`src/design/mbrr_pkg.sv`:
```
// Constants and types shared by the moisture burst result register bank
package mbrr_pkg;

   // ==========================================================================
   // Register offsets
   localparam logic [7:0] MBRR_CC2_OUTCOME_OFS   = 8'h56;
   localparam logic [7:0] MBRR_CC2_ADC_OFS       = 8'h57;
   localparam logic [7:0] MBRR_SBU1_OUTCOME_OFS  = 8'h58;
   localparam logic [7:0] MBRR_SBU1_ADC_OFS      = 8'h59;
   localparam logic [7:0] MBRR_SBU2_OUTCOME_OFS  = 8'h5a;
   localparam logic [7:0] MBRR_SBU2_ADC_OFS      = 8'h5b;

   // ==========================================================================
   // Outcome register field positions
   localparam int unsigned MBRR_GROUND_BIT = 4;
   localparam int unsigned MBRR_ABORT_BIT  = 3;
   localparam int unsigned MBRR_OPEN_BIT   = 2;
   localparam int unsigned MBRR_CODE_LSB   = 0;     // Code sits in bits 1:0

   // ==========================================================================
   // Reset and forced values
   localparam logic [7:0] MBRR_REG_RESET   = 8'h00;
   localparam logic [7:0] MBRR_UNMAPPED    = 8'h00; // Read of a hole answers zero
   localparam logic [7:0] MBRR_ADC_LOW     = 8'h00;
   localparam logic [7:0] MBRR_ADC_HIGH    = 8'hff;

   // ==========================================================================
   // Pullup current codes
   localparam logic [1:0] MBRR_IPU_2UA     = 2'h0;
   localparam logic [1:0] MBRR_IPU_8UA     = 2'h1;
   localparam logic [1:0] MBRR_IPU_32UA    = 2'h2;
   localparam logic [1:0] MBRR_IPU_128UA   = 2'h3;

   // ==========================================================================
   // ADC scale, one code step
   localparam int unsigned MBRR_ADC_LSB_UV      = 5882;  // Microvolts per step
   localparam int unsigned MBRR_ADC_LSB_PPM_FS  = 3920;  // 0.392% of full scale

   // ==========================================================================
   // Pin numbering inside the bank
   localparam int unsigned MBRR_PIN_CC2  = 0;
   localparam int unsigned MBRR_PIN_SBU1 = 1;
   localparam int unsigned MBRR_PIN_SBU2 = 2;
   localparam int unsigned MBRR_NUM_PINS = 3;

   // Burst conclusion reported by the measurement engine
   typedef enum logic [1:0] {
      MBRR_MEASURED = 2'b00,                         // Resistive reading kept
      MBRR_GROUND   = 2'b01,
      MBRR_ABORT    = 2'b10,
      MBRR_OPEN     = 2'b11
   } mbrr_outcome_t;

   // Raw result handed over with a load strobe
   typedef struct packed {
      mbrr_outcome_t outcome;
      logic [1:0]    pullup_code;
      logic [7:0]    adc_value;
   } mbrr_result_t;

   // Stored result of one pin
   typedef struct packed {
      logic       ground_flag;
      logic       abort_flag;
      logic       open_flag;
      logic [1:0] final_pullup_code;
      logic [7:0] final_adc_value;
   } mbrr_pin_regs_t;

   localparam mbrr_pin_regs_t MBRR_PIN_RESET = '{1'b0, 1'b0, 1'b0, 2'h0, 8'h00};

endpackage

```
`src/design/mbrr_pin_result.sv`:
```
// Result holder for one measured pin: forces codes and latches one burst
`timescale 1ns/1ns
module mbrr_pin_result (
   // Clock and reset
   input  logic                    ref_clk_i,
   input  logic                    rst_i,
   // Engine side
   input  logic                    load_i,
   input  mbrr_pkg::mbrr_result_t  result_i,
   // Stored result
   output mbrr_pkg::mbrr_pin_regs_t pin_regs_o
);

   mbrr_pkg::mbrr_pin_regs_t pin_r;    // Held result
   mbrr_pkg::mbrr_pin_regs_t pin_nxt;  // Next held result
   mbrr_pkg::mbrr_pin_regs_t conv;     // Result after forcing

   // ==========================================================================
   // Forcing of code and ADC value by outcome
   always_comb begin
      conv.ground_flag       = (result_i.outcome == mbrr_pkg::MBRR_GROUND);
      conv.abort_flag        = (result_i.outcome == mbrr_pkg::MBRR_ABORT);
      conv.open_flag         = (result_i.outcome == mbrr_pkg::MBRR_OPEN);
      conv.final_pullup_code = result_i.pullup_code;  // Measured: engine code
      conv.final_adc_value   = result_i.adc_value;    // Measured: averaged reading
      case (result_i.outcome)
         mbrr_pkg::MBRR_GROUND: begin
            conv.final_pullup_code = mbrr_pkg::MBRR_IPU_128UA;
            conv.final_adc_value   = mbrr_pkg::MBRR_ADC_LOW;
         end
         mbrr_pkg::MBRR_ABORT: begin
            conv.final_pullup_code = mbrr_pkg::MBRR_IPU_2UA;
            conv.final_adc_value   = mbrr_pkg::MBRR_ADC_LOW;
         end
         mbrr_pkg::MBRR_OPEN: begin
            conv.final_pullup_code = mbrr_pkg::MBRR_IPU_2UA;
            conv.final_adc_value   = mbrr_pkg::MBRR_ADC_HIGH;
         end
         default: begin
            // Reading kept as measured
         end
      endcase
   end

   // ==========================================================================
   // Whole result replaced at once so a read never mixes two bursts
   always_comb begin
      pin_nxt = pin_r;
      if (load_i) begin
         pin_nxt = conv;
      end
   end

   always_ff @(posedge ref_clk_i) begin
      if (rst_i) begin
         pin_r <= mbrr_pkg::MBRR_PIN_RESET;
      end else begin
         pin_r <= pin_nxt;
      end
   end

   assign pin_regs_o = pin_r;

endmodule

```
`src/design/moisture_burst_result_regs.sv`:
```
// Read-only moisture burst result register bank for CC2, SBU1 and SBU2
`timescale 1ns/1ns
module mbrr_moisture_burst_result_regs #(
   parameter int unsigned ADDR_W = 8,                  // Register address width
   parameter int unsigned DATA_W = 8                   // Register data width
) (
   // Clock and reset
   input  logic                   ref_clk_i,
   input  logic                   rst_i,
   // Measurement engine: one load strobe per pin
   input  logic                   cc2_load_i,
   input  mbrr_pkg::mbrr_result_t cc2_result_i,
   input  logic                   sbu1_load_i,
   input  mbrr_pkg::mbrr_result_t sbu1_result_i,
   input  logic                   sbu2_load_i,
   input  mbrr_pkg::mbrr_result_t sbu2_result_i,
   // Register access port
   input  logic [ADDR_W-1:0]      reg_addr_i,
   input  logic                   reg_rd_i,
   input  logic                   reg_wr_i,
   input  logic [DATA_W-1:0]      reg_wdata_i,
   output logic [DATA_W-1:0]      reg_rdata_o,
   output logic                   reg_rvalid_o,
   output logic                   reg_wack_o,
   // Per-pin fresh-result pulses
   output logic [2:0]             result_loaded_o
);

   // ==========================================================================
   // Gathered engine inputs
   logic [2:0]                    load_vec;     // Load strobe per pin
   mbrr_pkg::mbrr_result_t        res_vec [3];  // Raw result per pin
   mbrr_pkg::mbrr_pin_regs_t      pin_regs [3]; // Stored result per pin

   always_comb begin
      load_vec[mbrr_pkg::MBRR_PIN_CC2]  = cc2_load_i;
      load_vec[mbrr_pkg::MBRR_PIN_SBU1] = sbu1_load_i;
      load_vec[mbrr_pkg::MBRR_PIN_SBU2] = sbu2_load_i;
      res_vec[mbrr_pkg::MBRR_PIN_CC2]   = cc2_result_i;
      res_vec[mbrr_pkg::MBRR_PIN_SBU1]  = sbu1_result_i;
      res_vec[mbrr_pkg::MBRR_PIN_SBU2]  = sbu2_result_i;
   end

   // ==========================================================================
   // One result holder per pin
   genvar gi;
   generate
      for (gi = 0; gi < mbrr_pkg::MBRR_NUM_PINS; gi++) begin : g_pin
         mbrr_pin_result u_pin (
            .ref_clk_i  (ref_clk_i),
            .rst_i      (rst_i),
            .load_i     (load_vec[gi]),
            .result_i   (res_vec[gi]),
            .pin_regs_o (pin_regs[gi])
         );
      end
   endgenerate

   // ==========================================================================
   // Outcome byte: flags in 4:2, pullup code in 1:0, upper bits zero
   function automatic logic [7:0] outcome_byte(input mbrr_pkg::mbrr_pin_regs_t p);
      logic [7:0] b;
      b = mbrr_pkg::MBRR_REG_RESET;
      b[mbrr_pkg::MBRR_GROUND_BIT]        = p.ground_flag;
      b[mbrr_pkg::MBRR_ABORT_BIT]         = p.abort_flag;
      b[mbrr_pkg::MBRR_OPEN_BIT]          = p.open_flag;
      b[mbrr_pkg::MBRR_CODE_LSB +: 2]     = p.final_pullup_code;
      return b;
   endfunction

   // ==========================================================================
   // Read decode; writes are acknowledged but never change a result
   logic [7:0]        rd_byte;      // Decoded read value
   logic [DATA_W-1:0] rdata_r;      // Registered read data
   logic [DATA_W-1:0] rdata_nxt;
   logic              rvalid_r;     // Read answer pulse
   logic              rvalid_nxt;
   logic              wack_r;       // Write answer pulse
   logic              wack_nxt;
   logic [2:0]        loaded_r;     // Fresh-result pulses
   logic [2:0]        loaded_nxt;

   always_comb begin
      if (reg_addr_i == ADDR_W'(mbrr_pkg::MBRR_CC2_OUTCOME_OFS)) begin
         rd_byte = outcome_byte(pin_regs[mbrr_pkg::MBRR_PIN_CC2]);
      end else if (reg_addr_i == ADDR_W'(mbrr_pkg::MBRR_CC2_ADC_OFS)) begin
         rd_byte = pin_regs[mbrr_pkg::MBRR_PIN_CC2].final_adc_value;
      end else if (reg_addr_i == ADDR_W'(mbrr_pkg::MBRR_SBU1_OUTCOME_OFS)) begin
         rd_byte = outcome_byte(pin_regs[mbrr_pkg::MBRR_PIN_SBU1]);
      end else if (reg_addr_i == ADDR_W'(mbrr_pkg::MBRR_SBU1_ADC_OFS)) begin
         rd_byte = pin_regs[mbrr_pkg::MBRR_PIN_SBU1].final_adc_value;
      end else if (reg_addr_i == ADDR_W'(mbrr_pkg::MBRR_SBU2_OUTCOME_OFS)) begin
         rd_byte = outcome_byte(pin_regs[mbrr_pkg::MBRR_PIN_SBU2]);
      end else if (reg_addr_i == ADDR_W'(mbrr_pkg::MBRR_SBU2_ADC_OFS)) begin
         rd_byte = pin_regs[mbrr_pkg::MBRR_PIN_SBU2].final_adc_value;
      end else begin
         rd_byte = mbrr_pkg::MBRR_UNMAPPED;   // Holes read as zero
      end
   end

   // Next values of the answer flops
   always_comb begin
      rdata_nxt  = rdata_r;                   // Data held until the next read
      rvalid_nxt = reg_rd_i;
      wack_nxt   = reg_wr_i;                  // Write data dropped on purpose
      loaded_nxt = load_vec;
      if (reg_rd_i) begin
         rdata_nxt = DATA_W'(rd_byte);
      end
   end

   // Answer flops; all outputs leave from here
   always_ff @(posedge ref_clk_i) begin
      if (rst_i) begin
         rdata_r  <= DATA_W'(mbrr_pkg::MBRR_REG_RESET);
         rvalid_r <= 1'b0;
         wack_r   <= 1'b0;
         loaded_r <= 3'h0;
      end else begin
         rdata_r  <= rdata_nxt;
         rvalid_r <= rvalid_nxt;
         wack_r   <= wack_nxt;
         loaded_r <= loaded_nxt;
      end
   end

   assign reg_rdata_o     = rdata_r;
   assign reg_rvalid_o    = rvalid_r;
   assign reg_wack_o      = wack_r;
   assign result_loaded_o = loaded_r;

   // reg_wdata_i is accepted for port completeness only; every register is read-only
   logic unused_wdata;
   assign unused_wdata = ^reg_wdata_i;

endmodule
```
`config.mk`:
```
export PLATFORM = sky130hd
export DESIGN_NAME = mbrr_moisture_burst_result_regs
export DESIGN_NICKNAME = d
export VERILOG_FILES = /design/src/design/mbrr_pkg.sv /design/src/design/mbrr_pin_result.sv /design/src/design/moisture_burst_result_regs.sv
export SDC_FILE = /design/constraint.sdc
export NUM_CORES = 1
export LEC_CHECK = 0
export BUFFER_PORTS_ARGS = -buffer_cell sky130_fd_sc_hd__buf_2
export CELL_PAD_IN_SITES_DETAIL_PLACEMENT = 0
export CELL_PAD_IN_SITES_GLOBAL_PLACEMENT = 2
export CORE_ASPECT_RATIO = 2
export CORE_UTILIZATION = 26
export DETAILED_ROUTE_END_ITERATION = 7
export GPL_TIMING_DRIVEN = 0
export PLACE_DENSITY_LB_ADDON = 0.1
export SLEW_MARGIN = 20
export SYNTH_ARGS = -nofsm -noshare
export SYNTH_HDL_FRONTEND = slang
export SYNTH_SLANG_ARGS = --single-unit
```
`constraint.sdc`:
```
create_clock -name ref_clk_i -period 1.1 [get_ports ref_clk_i]
set_input_delay 0.055 -clock ref_clk_i [delete_from_list [all_inputs] [get_ports ref_clk_i]]
set_output_delay 0.055 -clock ref_clk_i [all_outputs]
set_load 0.01 [all_outputs]
```
# After elaboration in Yosys (flattened, before gate mapping)
# Index checks and enable logic that the tools add are counted.
# totals
inputBits,59
output_inout_bits,13
register_bits,52
# classes
n_eq_ne,15
muxes,9
# ops
operator,count
case mux 10 bit (3 select lines),3
equality test 8 x 7 -> 1 bit (second input constant),6
two-way mux 8 bit,6
equality test 2 bit (second input constant),6
equality test 2 x 1 -> 1 bit (second input constant),3

# Longest topological paths before layout
# Gate-level depths: netlist of run 1.
# depth
depth_word,7
ltp_mapped,5
mapped_depth_nobuf,4

# Hierarchy
# Synthesis of run 1 repeated with hierarchy kept, for this count alone.
# hier_totals
cells_unflattened,256
hier_area_um2,2336.0
# modules_own_cells
mod,area_each_um2,n_inst,seq_area_each_um2,cells_per_inst
mbrr_pin_result,498.0,3,260.2,59
mbrr_moisture_burst_result_regs,842.1,1,260.2,79

# Least setup slack after synthesis of run 1
# No wires, ideal clock.
# synth_timing
kind,reg-to-reg
from,reg g_pin[2].u_pin.pin_r (netlist bit g_pin[2].u_pin.pin_regs_o[0])
to,"reg rdata_r[0], in the netlist reg_rdata_o[0]"
path_slack_ps,-40
path_stages_with_launch,5
t_arrival_ps,1005
period_less_slack_ps,1140
cell_sequence,dfxtp_1 mux4_2 nand3_1 o211a_1 nor3_2
# synth_via
elab_chain_len,6
# synth_rtl
element,line,rtl
"start, declared",mbrr_pin_result.sv:14,mbrr_pkg::mbrr_pin_regs_t pin_r;
"start signal, assigned",mbrr_pin_result.sv:56,pin_r <= mbrr_pkg::MBRR_PIN_RESET;
"start signal, assigned",mbrr_pin_result.sv:58,pin_r <= pin_nxt;
two-way mux 8 bit,moisture_burst_result_regs.sv:94,end else if (reg_addr_i == ADDR_W'(mbrr_pkg::MBRR_SBU2_ADC_OFS)) begin
two-way mux 8 bit,moisture_burst_result_regs.sv:92,end else if (reg_addr_i == ADDR_W'(mbrr_pkg::MBRR_SBU2_OUTCOME_OFS)) begin
two-way mux 8 bit,moisture_burst_result_regs.sv:90,end else if (reg_addr_i == ADDR_W'(mbrr_pkg::MBRR_SBU1_ADC_OFS)) begin
two-way mux 8 bit,moisture_burst_result_regs.sv:88,end else if (reg_addr_i == ADDR_W'(mbrr_pkg::MBRR_SBU1_OUTCOME_OFS)) begin
two-way mux 8 bit,moisture_burst_result_regs.sv:86,end else if (reg_addr_i == ADDR_W'(mbrr_pkg::MBRR_CC2_ADC_OFS)) begin
two-way mux 8 bit,moisture_burst_result_regs.sv:84,if (reg_addr_i == ADDR_W'(mbrr_pkg::MBRR_CC2_OUTCOME_OFS)) begin
"end signal, assigned",moisture_burst_result_regs.sv:115,rdata_r <= DATA_W'(mbrr_pkg::MBRR_REG_RESET);
"end signal, assigned",moisture_burst_result_regs.sv:120,rdata_r <= rdata_nxt;
"end, declared",moisture_burst_result_regs.sv:74,logic [DATA_W-1:0] rdata_r;
# No other way between the ends.
# A chain may end at the register's enable or synchronous reset.

# Final worst setup path of run 1
# layout_timing
from,reg g_pin[2].u_pin.pin_r (netlist bit g_pin[2].u_pin.pin_regs_o[3])
to,"reg rdata_r[3], in the netlist reg_rdata_o[3]"
# The elaborated chain is that of the path after synthesis.

==> results of run 1 <==
==> layout by cell type (no fill, tap or decap), drive strengths merged, types with 5 or more instances in the layout <==
cell,Yosys,final
dfxtp,52,52
nor3,29,29
nand2,7,7
clkbuf,11,18
nand3b,7,7
mux2i,11,11
nand2b,9,9
nand3,9,9
nor2b,6,6
o211a,5,5
nor2,50,50
buf,6,65
a21oi,33,33
mux4,5,5
==> what timing repair did <==
action,4_1_cts,5_1_grt
resized for setup,8,2
pin swaps,3,2
buffers inserted,1,0
hold endpoints to repair,1,0
endpoints found under the setup margin,5,5
hold buffers,1,0
==> logic make-up (layout without fill, tap and decap cells) <==
group,count (synthesis),in the layout,synth area share
AOI/OAI and AO/OA,47,47,0.128
buffers and inverters,20,87,0.0404
DFF,52,52,0.460
muxes,16,16,0.0985
and+or+nand+nor,120,120,0.273
==> synth_stat cells, drive strengths merged <==
| master | count | area [sq um] |
|---|---|---|
| a22oi | 3 | 22.5 |
| dfxtp | 52 | 1040 |
| nor3 | 29 | 170 |
| nor2 | 50 | 188 |
| o211a | 5 | 50.1 |
| a2bb2oi | 3 | 26.3 |
| and3b | 1 | 10.0 |
| nand2 | 7 | 26.3 |
| clkbuf | 11 | 41.3 |
| nor2b | 6 | 37.5 |
| and2b | 1 | 8.76 |
| nand3 | 9 | 57.6 |
| nand2b | 9 | 56.3 |
| mux2i | 11 | 110 |
| buf | 6 | 38.8 |
| nand3b | 7 | 52.6 |
| mux4 | 5 | 113 |
| a21oi | 33 | 165 |
| nor4bb | 1 | 10.0 |
| inv | 3 | 11.3 |
| o32ai | 3 | 26.3 |
==> area by class of cell <==
class,count,area share
clock buffers,7,0.0531
inverters,3,0.00392
plain buffers,17,0.0279
well taps,98,0.0427
multi-input cells,183,0.400
flip-flops and latches,52,0.365
repair buffers,60,0.107
==> critical path, cell delays in order, from the launching register on <==
cell and delay [ps]:
dfxtp_2 320, mux4_2 490, nand3_2 80, o211a_1 200, nor3_2 40
==> sequential cells by signal, summed over array words and instances, names as in the netlist <==
name / count
g_pin.u_pin.pin_regs_o: 39
result_loaded_o: 3
reg_rvalid_o: 1
reg_wack_o: 1
reg_rdata_o: 8
==> path summary, 6_finish.rpt <==
check	startpoint	endpoint	cells after the start
worst min register to register	g_pin[2].u_pin.pin_regs_o[11]	g_pin[2].u_pin.pin_regs_o[11]	2
worst min-delay path	sbu2_result_i[3]	g_pin[2].u_pin.pin_regs_o[3]	3
worst max register to register	g_pin[2].u_pin.pin_regs_o[3]	reg_rdata_o[3]	4
worst max-delay path	g_pin[2].u_pin.pin_regs_o[3]	reg_rdata_o[3]	4
==> stage by stage <==
| step | TNS (ps) | setup slack, ps | hold slack, ps |
|---|---|---|---|
| floorplan | -102 | -25.8 | 183 |
| global placement | -2540 | -237 | 264 |
| detailed placement | -2760 | -236 | 272 |
| CTS | -854 | -185 | 58.0 |
| global route | -1030 | -226 | 64.7 |
| finish | -777 | -174 | 59.8 |
==> power by group through the flow <==
stage,registers [mW],logic (mW),clock network [mW]
finish,2.05,0.556,1.65
global placement,2.09,0.552,0
CTS,2.05,0.566,1.71
global route,2.06,0.629,1.78
detailed placement,2.09,0.555,0
floorplan,2.08,0.328,0
==> metal layers <==
layer,track usage,routed length [microns],vias to the layer above
met4,0.0556,108,0
met5,0,0,-
li1,-,-,1020
met3,0.0349,214,5
met1,0.181,2630,933
met2,0.322,4000,35
==> out/metrics.cfg, run 1 <==
[detailed_routing]
drt_iter0_drc=67
ant_nets=0
viasPerCell=4.75
dr.pass1.iters=4
drc=0
drt-total-wl_mm=6.95
via_count=1993
wl_per_cell_microns=16.5

[layout]
multi_input_area_sq_mm=0.00115
fin_cells=420
regArea_sq_mm=0.00105
fill_cells=931
drive_above_1_share=0.298
post-route-util=0.344
area_delta_synth_final_pct=27.0
fin_area_sq_mm=0.00287
antennaDiodeCount=0
nets=381

[die]
coreArea_sq_mm=0.00835
rows=47
die_w_microns=68.0
fp.dieArea_sq_mm=0.00910
initial_core_util=0.271
fp.dieH_microns=134
io_pins=72

[timing]
skew_ps=2.26
fin_crit_sh=1.16
hold_violations=0
rsz0062_at_grt=true
setup_slack_ps=-174
finalCriticalPeriod_ps=1270
max_slew_margin=0.583
setup_viol=5
maxClockFrequency_ghz=0.785
drv_slew=0
worst_pin_slew_ps=626

[worst_setup_path]
required_ps=1260
endpoint_kind=register
cp-start-kind=register
worst-setup-path-type=register to register
cp.arrival_ps=1440
critical_path.max_fanout=2
reg2reg_slack_ps=-170

[placement]
dp.cells=411
hpwl_mm=5.36
gp_congestion=0.713
io_buffers=58
post_dp_cell_area_sq_mm=0.00268

[job]
maxCapViolCount=0

[pwr]
pwr-share-clk=0.387
p_int_mw=3.19
p_switching_mw=1.06
combinationalPowerShare=0.131
p_leak_nw=1.19
peakVddDrop_mv=0.715
pwr-share-seq=0.482
p_per_area_mw_per_mm2=1480
switching_share=0.250
finalPower_mw=4.26

[grt]
antenna_found_initial=0
grt_pass1_vias=2089
grt-ovfl-total=0
grt_max_degree=15
grt_usage=0.173
grt_pass1_wl_mm=11.2

[synthesis]
synth_seq_cells=52
ys_seq_area_frac=0.460
synthCells=255
avgSynthCellArea_sq_um=8.87
ys_types=25
synth.net_count=314
synth_area_sq_mm=0.00226
ys_warn_count=0

[clock_tree]
ctsRootBufferMaster=clkbuf_16
cts_made_buffers=5
clkSlewWorstSetupHoldPaths_ps=70
clock_path_buffers=2
clock_latency_ps=290
clkSinkCount=52
cts_tree=yes
htree_levels=2

[status]
violations=setup timing
outcome=complete, but fails checks

[hold_path]
worstHoldPathType=input pin to register

Power figures use the tool's default switching activity.
==> inputs of run 2 (changes only) <==
--- a/config.mk
+++ b/config.mk
@@ -9,7 +9,7 @@
 export CELL_PAD_IN_SITES_DETAIL_PLACEMENT = 0
 export CELL_PAD_IN_SITES_GLOBAL_PLACEMENT = 2
 export CORE_ASPECT_RATIO = 2
-export CORE_UTILIZATION = 26
+export CORE_UTILIZATION = 31
 export DETAILED_ROUTE_END_ITERATION = 7
 export GPL_TIMING_DRIVEN = 0
 export PLACE_DENSITY_LB_ADDON = 0.1
==> constraint.sdc (replaced) <==
create_clock -name ref_clk_i -period 1.62 [get_ports ref_clk_i]
set_input_delay 0.081 -clock ref_clk_i [delete_from_list [all_inputs] [get_ports ref_clk_i]]
set_output_delay 0.081 -clock ref_clk_i [all_outputs]
set_load 0.01 [all_outputs]
==> run 2 against run 1 <==
Effect of this change: the flow now finishes without violations; critical path type unchanged; final cell count is 2.6% lower; clock-buffer cell count shrank 2; flip-flop and latch count unchanged; cell area decreased by 2.6%; utilization up 5.6 points; register-to-register slack gained 490 ps; wire length down 9.1%.
==> out/metrics.cfg, run 2 (synthesis gave the netlist of run 1 again) <==
[grt]
use_met2=0.333
grt_pass1_vias=1862
grt_max_degree=14
grt_util_met3=0.0297
antenna_found_initial=0
grt_usage=0.176
grt-ovfl-total=0
grt_most_used_layer=met2
grt_pass1_wl_mm=9.92
use_met1=0.184

[worst_setup_path]
cp.arrival_ps=1460
cp_num_buf_inv=0
max_stage_delay_ps=510
endpoint_kind=register
worst-setup-path-type=register to register
critical_path.cell_chain=mux4_2 -> nand3_1 -> o211a_1 -> nor3_2
cp-start-kind=register
critPathTopFamily=multiplexers
slowest_stage=mux4_2
required_ps=1770
critical_path.max_fanout=2
reg2reg_slack_ps=320

[pwr]
p_leak_nw=1.17
peakVddDrop_mv=0.535
p_per_area_mw_per_mm2=977

[die]
fp.dieH_microns=123
fp.dieArea_sq_mm=0.00766
rows=43
io_pins=72
initial_core_util=0.323
die_w_microns=62.4
coreArea_sq_mm=0.00699

[clock_tree]
clock_latency_ps=290
cts_made_buffers=5
cts_resized=0
clkSlewWorstSetupHoldPaths_ps=60
clkSinkCount=52
htree_levels=2
ctsRootBufferMaster=clkbuf_16
postCtsSetupBuffers=0
hold_buffers=1
cts_tree=yes
clock_path_buffers=2

[timing]
fin_crit_sh=0.804
maxClockFrequency_ghz=0.768
max_slew_margin=0.576
fin_tns_setup_ps=0
finalCriticalPeriod_ps=1300
skew_ps=2.90
setup_viol=0
hold_violations=0
drv_slew=0
rsz0062_at_grt=false
worst_pin_slew_ps=637

[detailed_routing]
drc=0
drt_iter0_drc=50
dr.pass1.iters=4
ant_nets=0
via_count=1985
drt-total-wl_mm=6.32
viasPerCell=4.85
wl_per_cell_microns=15.4

[layout]
final_common_cell=buf_2
nets=380
area_delta_synth_final_pct=23.8
antennaDiodeCount=0
layout_common_cells=62 x buf_2, 52 x dfxtp_1, 50 x nor2_1
largest_register_ffs=39
drive_above_1_share=0.257
fin_cells=409

[placement]
io_buffers=58
hpwl_mm=4.90
dp.cells=403
gp_congestion=0.760

[job]
maxCapViolCount=0

[status]
outcome=complete, no violations

[hold_path]
worstHoldPathType=input pin to register

run 2: final timing paths:
path	startpoint	endpoint	cells after the start
hold / removal	cc2_result_i[3]	g_pin[0].u_pin.pin_regs_o[3]	3
setup reg to reg	g_pin[1].u_pin.pin_regs_o[4]	reg_rdata_o[4]	4
setup / recovery	g_pin[1].u_pin.pin_regs_o[4]	reg_rdata_o[4]	4
hold reg to reg	g_pin[2].u_pin.pin_regs_o[11]	g_pin[2].u_pin.pin_regs_o[11]	2
run 2: where the power goes:
group | leakage (nW) | switching (mW) | internal, mW
clock network | 0.0616 | 0.434 | 0.547
registers | 0.429 | 0.0397 | 1.35
logic | 0.680 | 0.201 | 0.164
run 2: final cells by class:
class	instances	area [sq um]
fill	766	4190
multi-input combinational	183	1130
sequential	52	1040
timing repair buffer	59	300
clock buffer	5	125
tap	90	113
buffer	17	80.1
inverter	3	11.3
run 2: stage by stage:
step	utilization	worst slack, ps	hold WS, ps	total power, mW	instance area, sq um
floorplan	-	480	209	1.63	2260
global placement	0.381	263	290	1.79	2670
detailed placement	0.381	273	301	1.79	2670
CTS	0.400	309	86.3	2.79	2800
global route	0.400	286	97.6	2.87	2800
finish	0.400	318	98.1	2.74	2800
run 2: metal layers:
layer  share of wire  routed length [microns]
met5               0                        0
met4           0.023                      147
met3           0.035                      218
met2            0.54                     3430
met1            0.40                     2520
run 2: worst reg2reg max path: stages (launching register included):
cell and delay [ps]:
dfxtp_1 330, mux4_2 510, nand3_1 110, o211a_1 170, nor3_2 40
==> inputs of run 3 (changes only) <==
--- a/config.mk
+++ b/config.mk
@@ -5,11 +5,12 @@
 export SDC_FILE = /design/constraint.sdc
 export NUM_CORES = 1
 export LEC_CHECK = 0
+export ABC_AREA = 1
 export BUFFER_PORTS_ARGS = -buffer_cell sky130_fd_sc_hd__buf_2
 export CELL_PAD_IN_SITES_DETAIL_PLACEMENT = 0
 export CELL_PAD_IN_SITES_GLOBAL_PLACEMENT = 2
 export CORE_ASPECT_RATIO = 2
-export CORE_UTILIZATION = 31
+export CORE_UTILIZATION = 25
 export DETAILED_ROUTE_END_ITERATION = 7
 export GPL_TIMING_DRIVEN = 0
 export PLACE_DENSITY_LB_ADDON = 0.1
==> constraint.sdc (replaced) <==
create_clock -name ref_clk_i -period 1.05 [get_ports ref_clk_i]
set_input_delay 0.0525 -clock ref_clk_i [delete_from_list [all_inputs] [get_ports ref_clk_i]]
set_output_delay 0.0525 -clock ref_clk_i [all_outputs]
set_load 0.01 [all_outputs]
==> run 3 against run 2 <==
Effect of this change: sequential share of layout area down 2.8 points; cell area is 8.0% higher; global-route usage fell by 1.2 points; flip-flop and latch count unchanged; largest power group unchanged; clock power grew 92%; largest cell class unchanged; area after synthesis rose by 5.8%; utilization is 7.6 points lower; synthesized cell count is 27% higher; via count up 17%.
==> out/metrics.cfg, run 3 <==
[status]
outcome=complete, no violations

[layout]
layout_common_cells=72 x nand2_1, 67 x buf_2, 52 x dfxtp_1
antennaDiodeCount=0
fill_cells=1064
fin_area_sq_mm=0.00303
nets=453
final_common_cell=nand2_1
area_delta_synth_final_pct=26.5
post-route-util=0.325
drive_above_1_share=0.271
largest_register_ffs=39

[clock_tree]
cts_made_buffers=5
cts_tree=yes
clkSinkCount=52
htree_levels=2
clock_path_buffers=2
clkSlewWorstSetupHoldPaths_ps=70
ctsRootBufferMaster=clkbuf_16
clock_latency_ps=300

[worst_setup_path]
required_ps=1290
cp-start-kind=register
critical_path.max_fanout=2
cp_common_cell=nand2_1
worst-setup-path-type=register to register
regToRegEndpoint=reg_rdata_o[0]
crit_start=g_pin[2].u_pin.pin_regs_o[0]
critPathTopFamily=simple AND/OR/NAND/NOR gates
slowest_stage=dfxtp_1
cp_num_buf_inv=0
max_stage_delay_ps=330
cp.arrival_ps=1140
endpoint_kind=register
rr_startpoint=g_pin[2].u_pin.pin_regs_o[0]
critical_path.cell_chain=nand3_1 -> nand2_1 -> nor2_1 -> nand2_1 -> nand2_1 -> a21oi_2
reg2reg_slack_ps=150
reg2regPathDepth=6

[synthesis]
synth.net_count=382
synth_area_sq_mm=0.00239
ys_types=29
synthCells=323
yosysMostFrequentCell=nand2_1
avgSynthCellArea_sq_um=7.41
synthTopCellsByCount=72 x nand2_1, 52 x dfxtp_1, 34 x nor2_1, 28 x a21oi_1, 26 x inv_1
synth_seq_cells=52
netlist.area_leader.share=0.435
netlist_top_cells_area=dfxtp_1 44%, nand2_1 11%, a21oi_1 5.9%
synth_edf_count=0
yosysTopAreaCell=dfxtp_1
synth_async_sr_flop_share=0
synth_ff_type=dfxtp_1
ys_seq_area_frac=0.435
ys_warn_count=0

[die]
fp.dieArea_sq_mm=0.00999
rows=50
fp.dieH_microns=140
io_pins=72
coreArea_sq_mm=0.00932
die_w_microns=71.2
initial_core_util=0.257

[grt]
grt-ovfl-total=0
antenna_found_initial=0
grt_max_degree=17
grt_pass1_vias=2354
grt_pass1_wl_mm=12.0
grt_usage=0.164

[timing]
setup_viol=0
finalCriticalPeriod_ps=899
rsz0062_at_grt=false
drv_slew=0
maxClockFrequency_ghz=1.11
fin_hold_ws_ps=6.40
fin_crit_sh=0.857
max_slew_margin=0.653
worst_pin_slew_ps=519
skew_ps=7.22
hold_violations=0

[detailed_routing]
viasPerCell=4.65
drt-total-wl_mm=7.54
drt_iter0_drc=65
ant_nets=0
drc=0
wl_per_cell_microns=15.1
dr.pass1.iters=6
via_count=2321

[hold_path]
worstHoldPathType=input pin to register
min-delay-start=sbu2_result_i[2]
min_to=g_pin[2].u_pin.pin_regs_o[2]
hold_path_depth=3

[job]
maxCapViolCount=0

[pwr]
peakVddDrop_mv=0.636
p_leak_nw=1.36
finalPower_mw=4.52
p_per_area_mw_per_mm2=1490

[placement]
gp_congestion=0.764
hpwl_mm=5.97
io_buffers=61
post_dp_cell_area_sq_mm=0.00283

==> run 3: cell count changes after synthesis, moves of 14 or more <==
cell     delta
nor2_1     -16
inv_1      +23
nor3_1     -24
nand2_1    +65
o21ai_0    +24
nand3_1    +14
==> run 3: worst max path at each step <==
stage                                 to  slack, ps  cells after the start
after global placement    reg_rdata_o[7]       -140                      9
after global routing      reg_rdata_o[4]         10                      6
final                     reg_rdata_o[0]        150                      6
after CTS                 reg_rdata_o[7]        110                      4
after detailed placement  reg_rdata_o[7]       -150                      9
after floorplan           reg_rdata_o[0]        200                     10
==> run 3: logic make-up after synthesis <==
logic type             count (synthesis)  synth area share
flip-flops                            52             0.435
AND/OR/NAND/NOR                      149             0.288
AO/OA/AOI/OAI                         78             0.194
buffers and inverters                 44            0.0832
==> run 3: layer usage <==
metal  vias up  wire length (microns)  GRT usage
met5         -                      0          0
met4         0                    127     0.0600
met2        32                   4510      0.339
met1      1071                   2780      0.153
met3         6                    123     0.0237
li1       1212                      -          -
==> run 3: worst register-to-register path, delay by kind of cell (launching register included) <==
kind	cells	cell delay, ps
AO/OA/AOI/OAI	1	100
flip-flops	1	330
AND/OR/NAND/NOR	5	410
==> run 3: what timing repair did <==
item | CTS | global route
hold buffers | 3 | 0
buffers inserted | 0 | 0
endpoints found under the hold margin | 3 | 0
gates resized for setup | 0 | 0
==> run 3: cell type report <==
type	instances	area [sq um]	share of cell area
repair buffers	64	335	0.111
clock inverters	3	42.5	0.0141
plain buffers	11	75.1	0.0248
inverters	33	124	0.0409
multi-input cells	227	1150	0.381
well taps	104	130	0.0430
clock buffers	5	125	0.0414
flip-flops and latches	52	1040	0.344
==> run 3: where the power goes <==
| part | switching [mW] | internal (mW) |
|---|---|---|
| Sequential | 0.0483 | 2.08 |
| Combinational | 0.316 | 0.195 |
| Clock | 0.760 | 1.12 |
| Total | 1.12 | 3.40 |
==> run 3: metrics by stage <==
step / cells / setup WS (ps) / setup TNS, ps
final: 499 / 151 / 0
after global routing: 499 / 12.7 / 0
after CTS: 499 / 114 / 0
after detailed placement: 488 / -155 / -933
after global placement: 488 / -143 / -880
after floorplan: 323 / 200 / 0
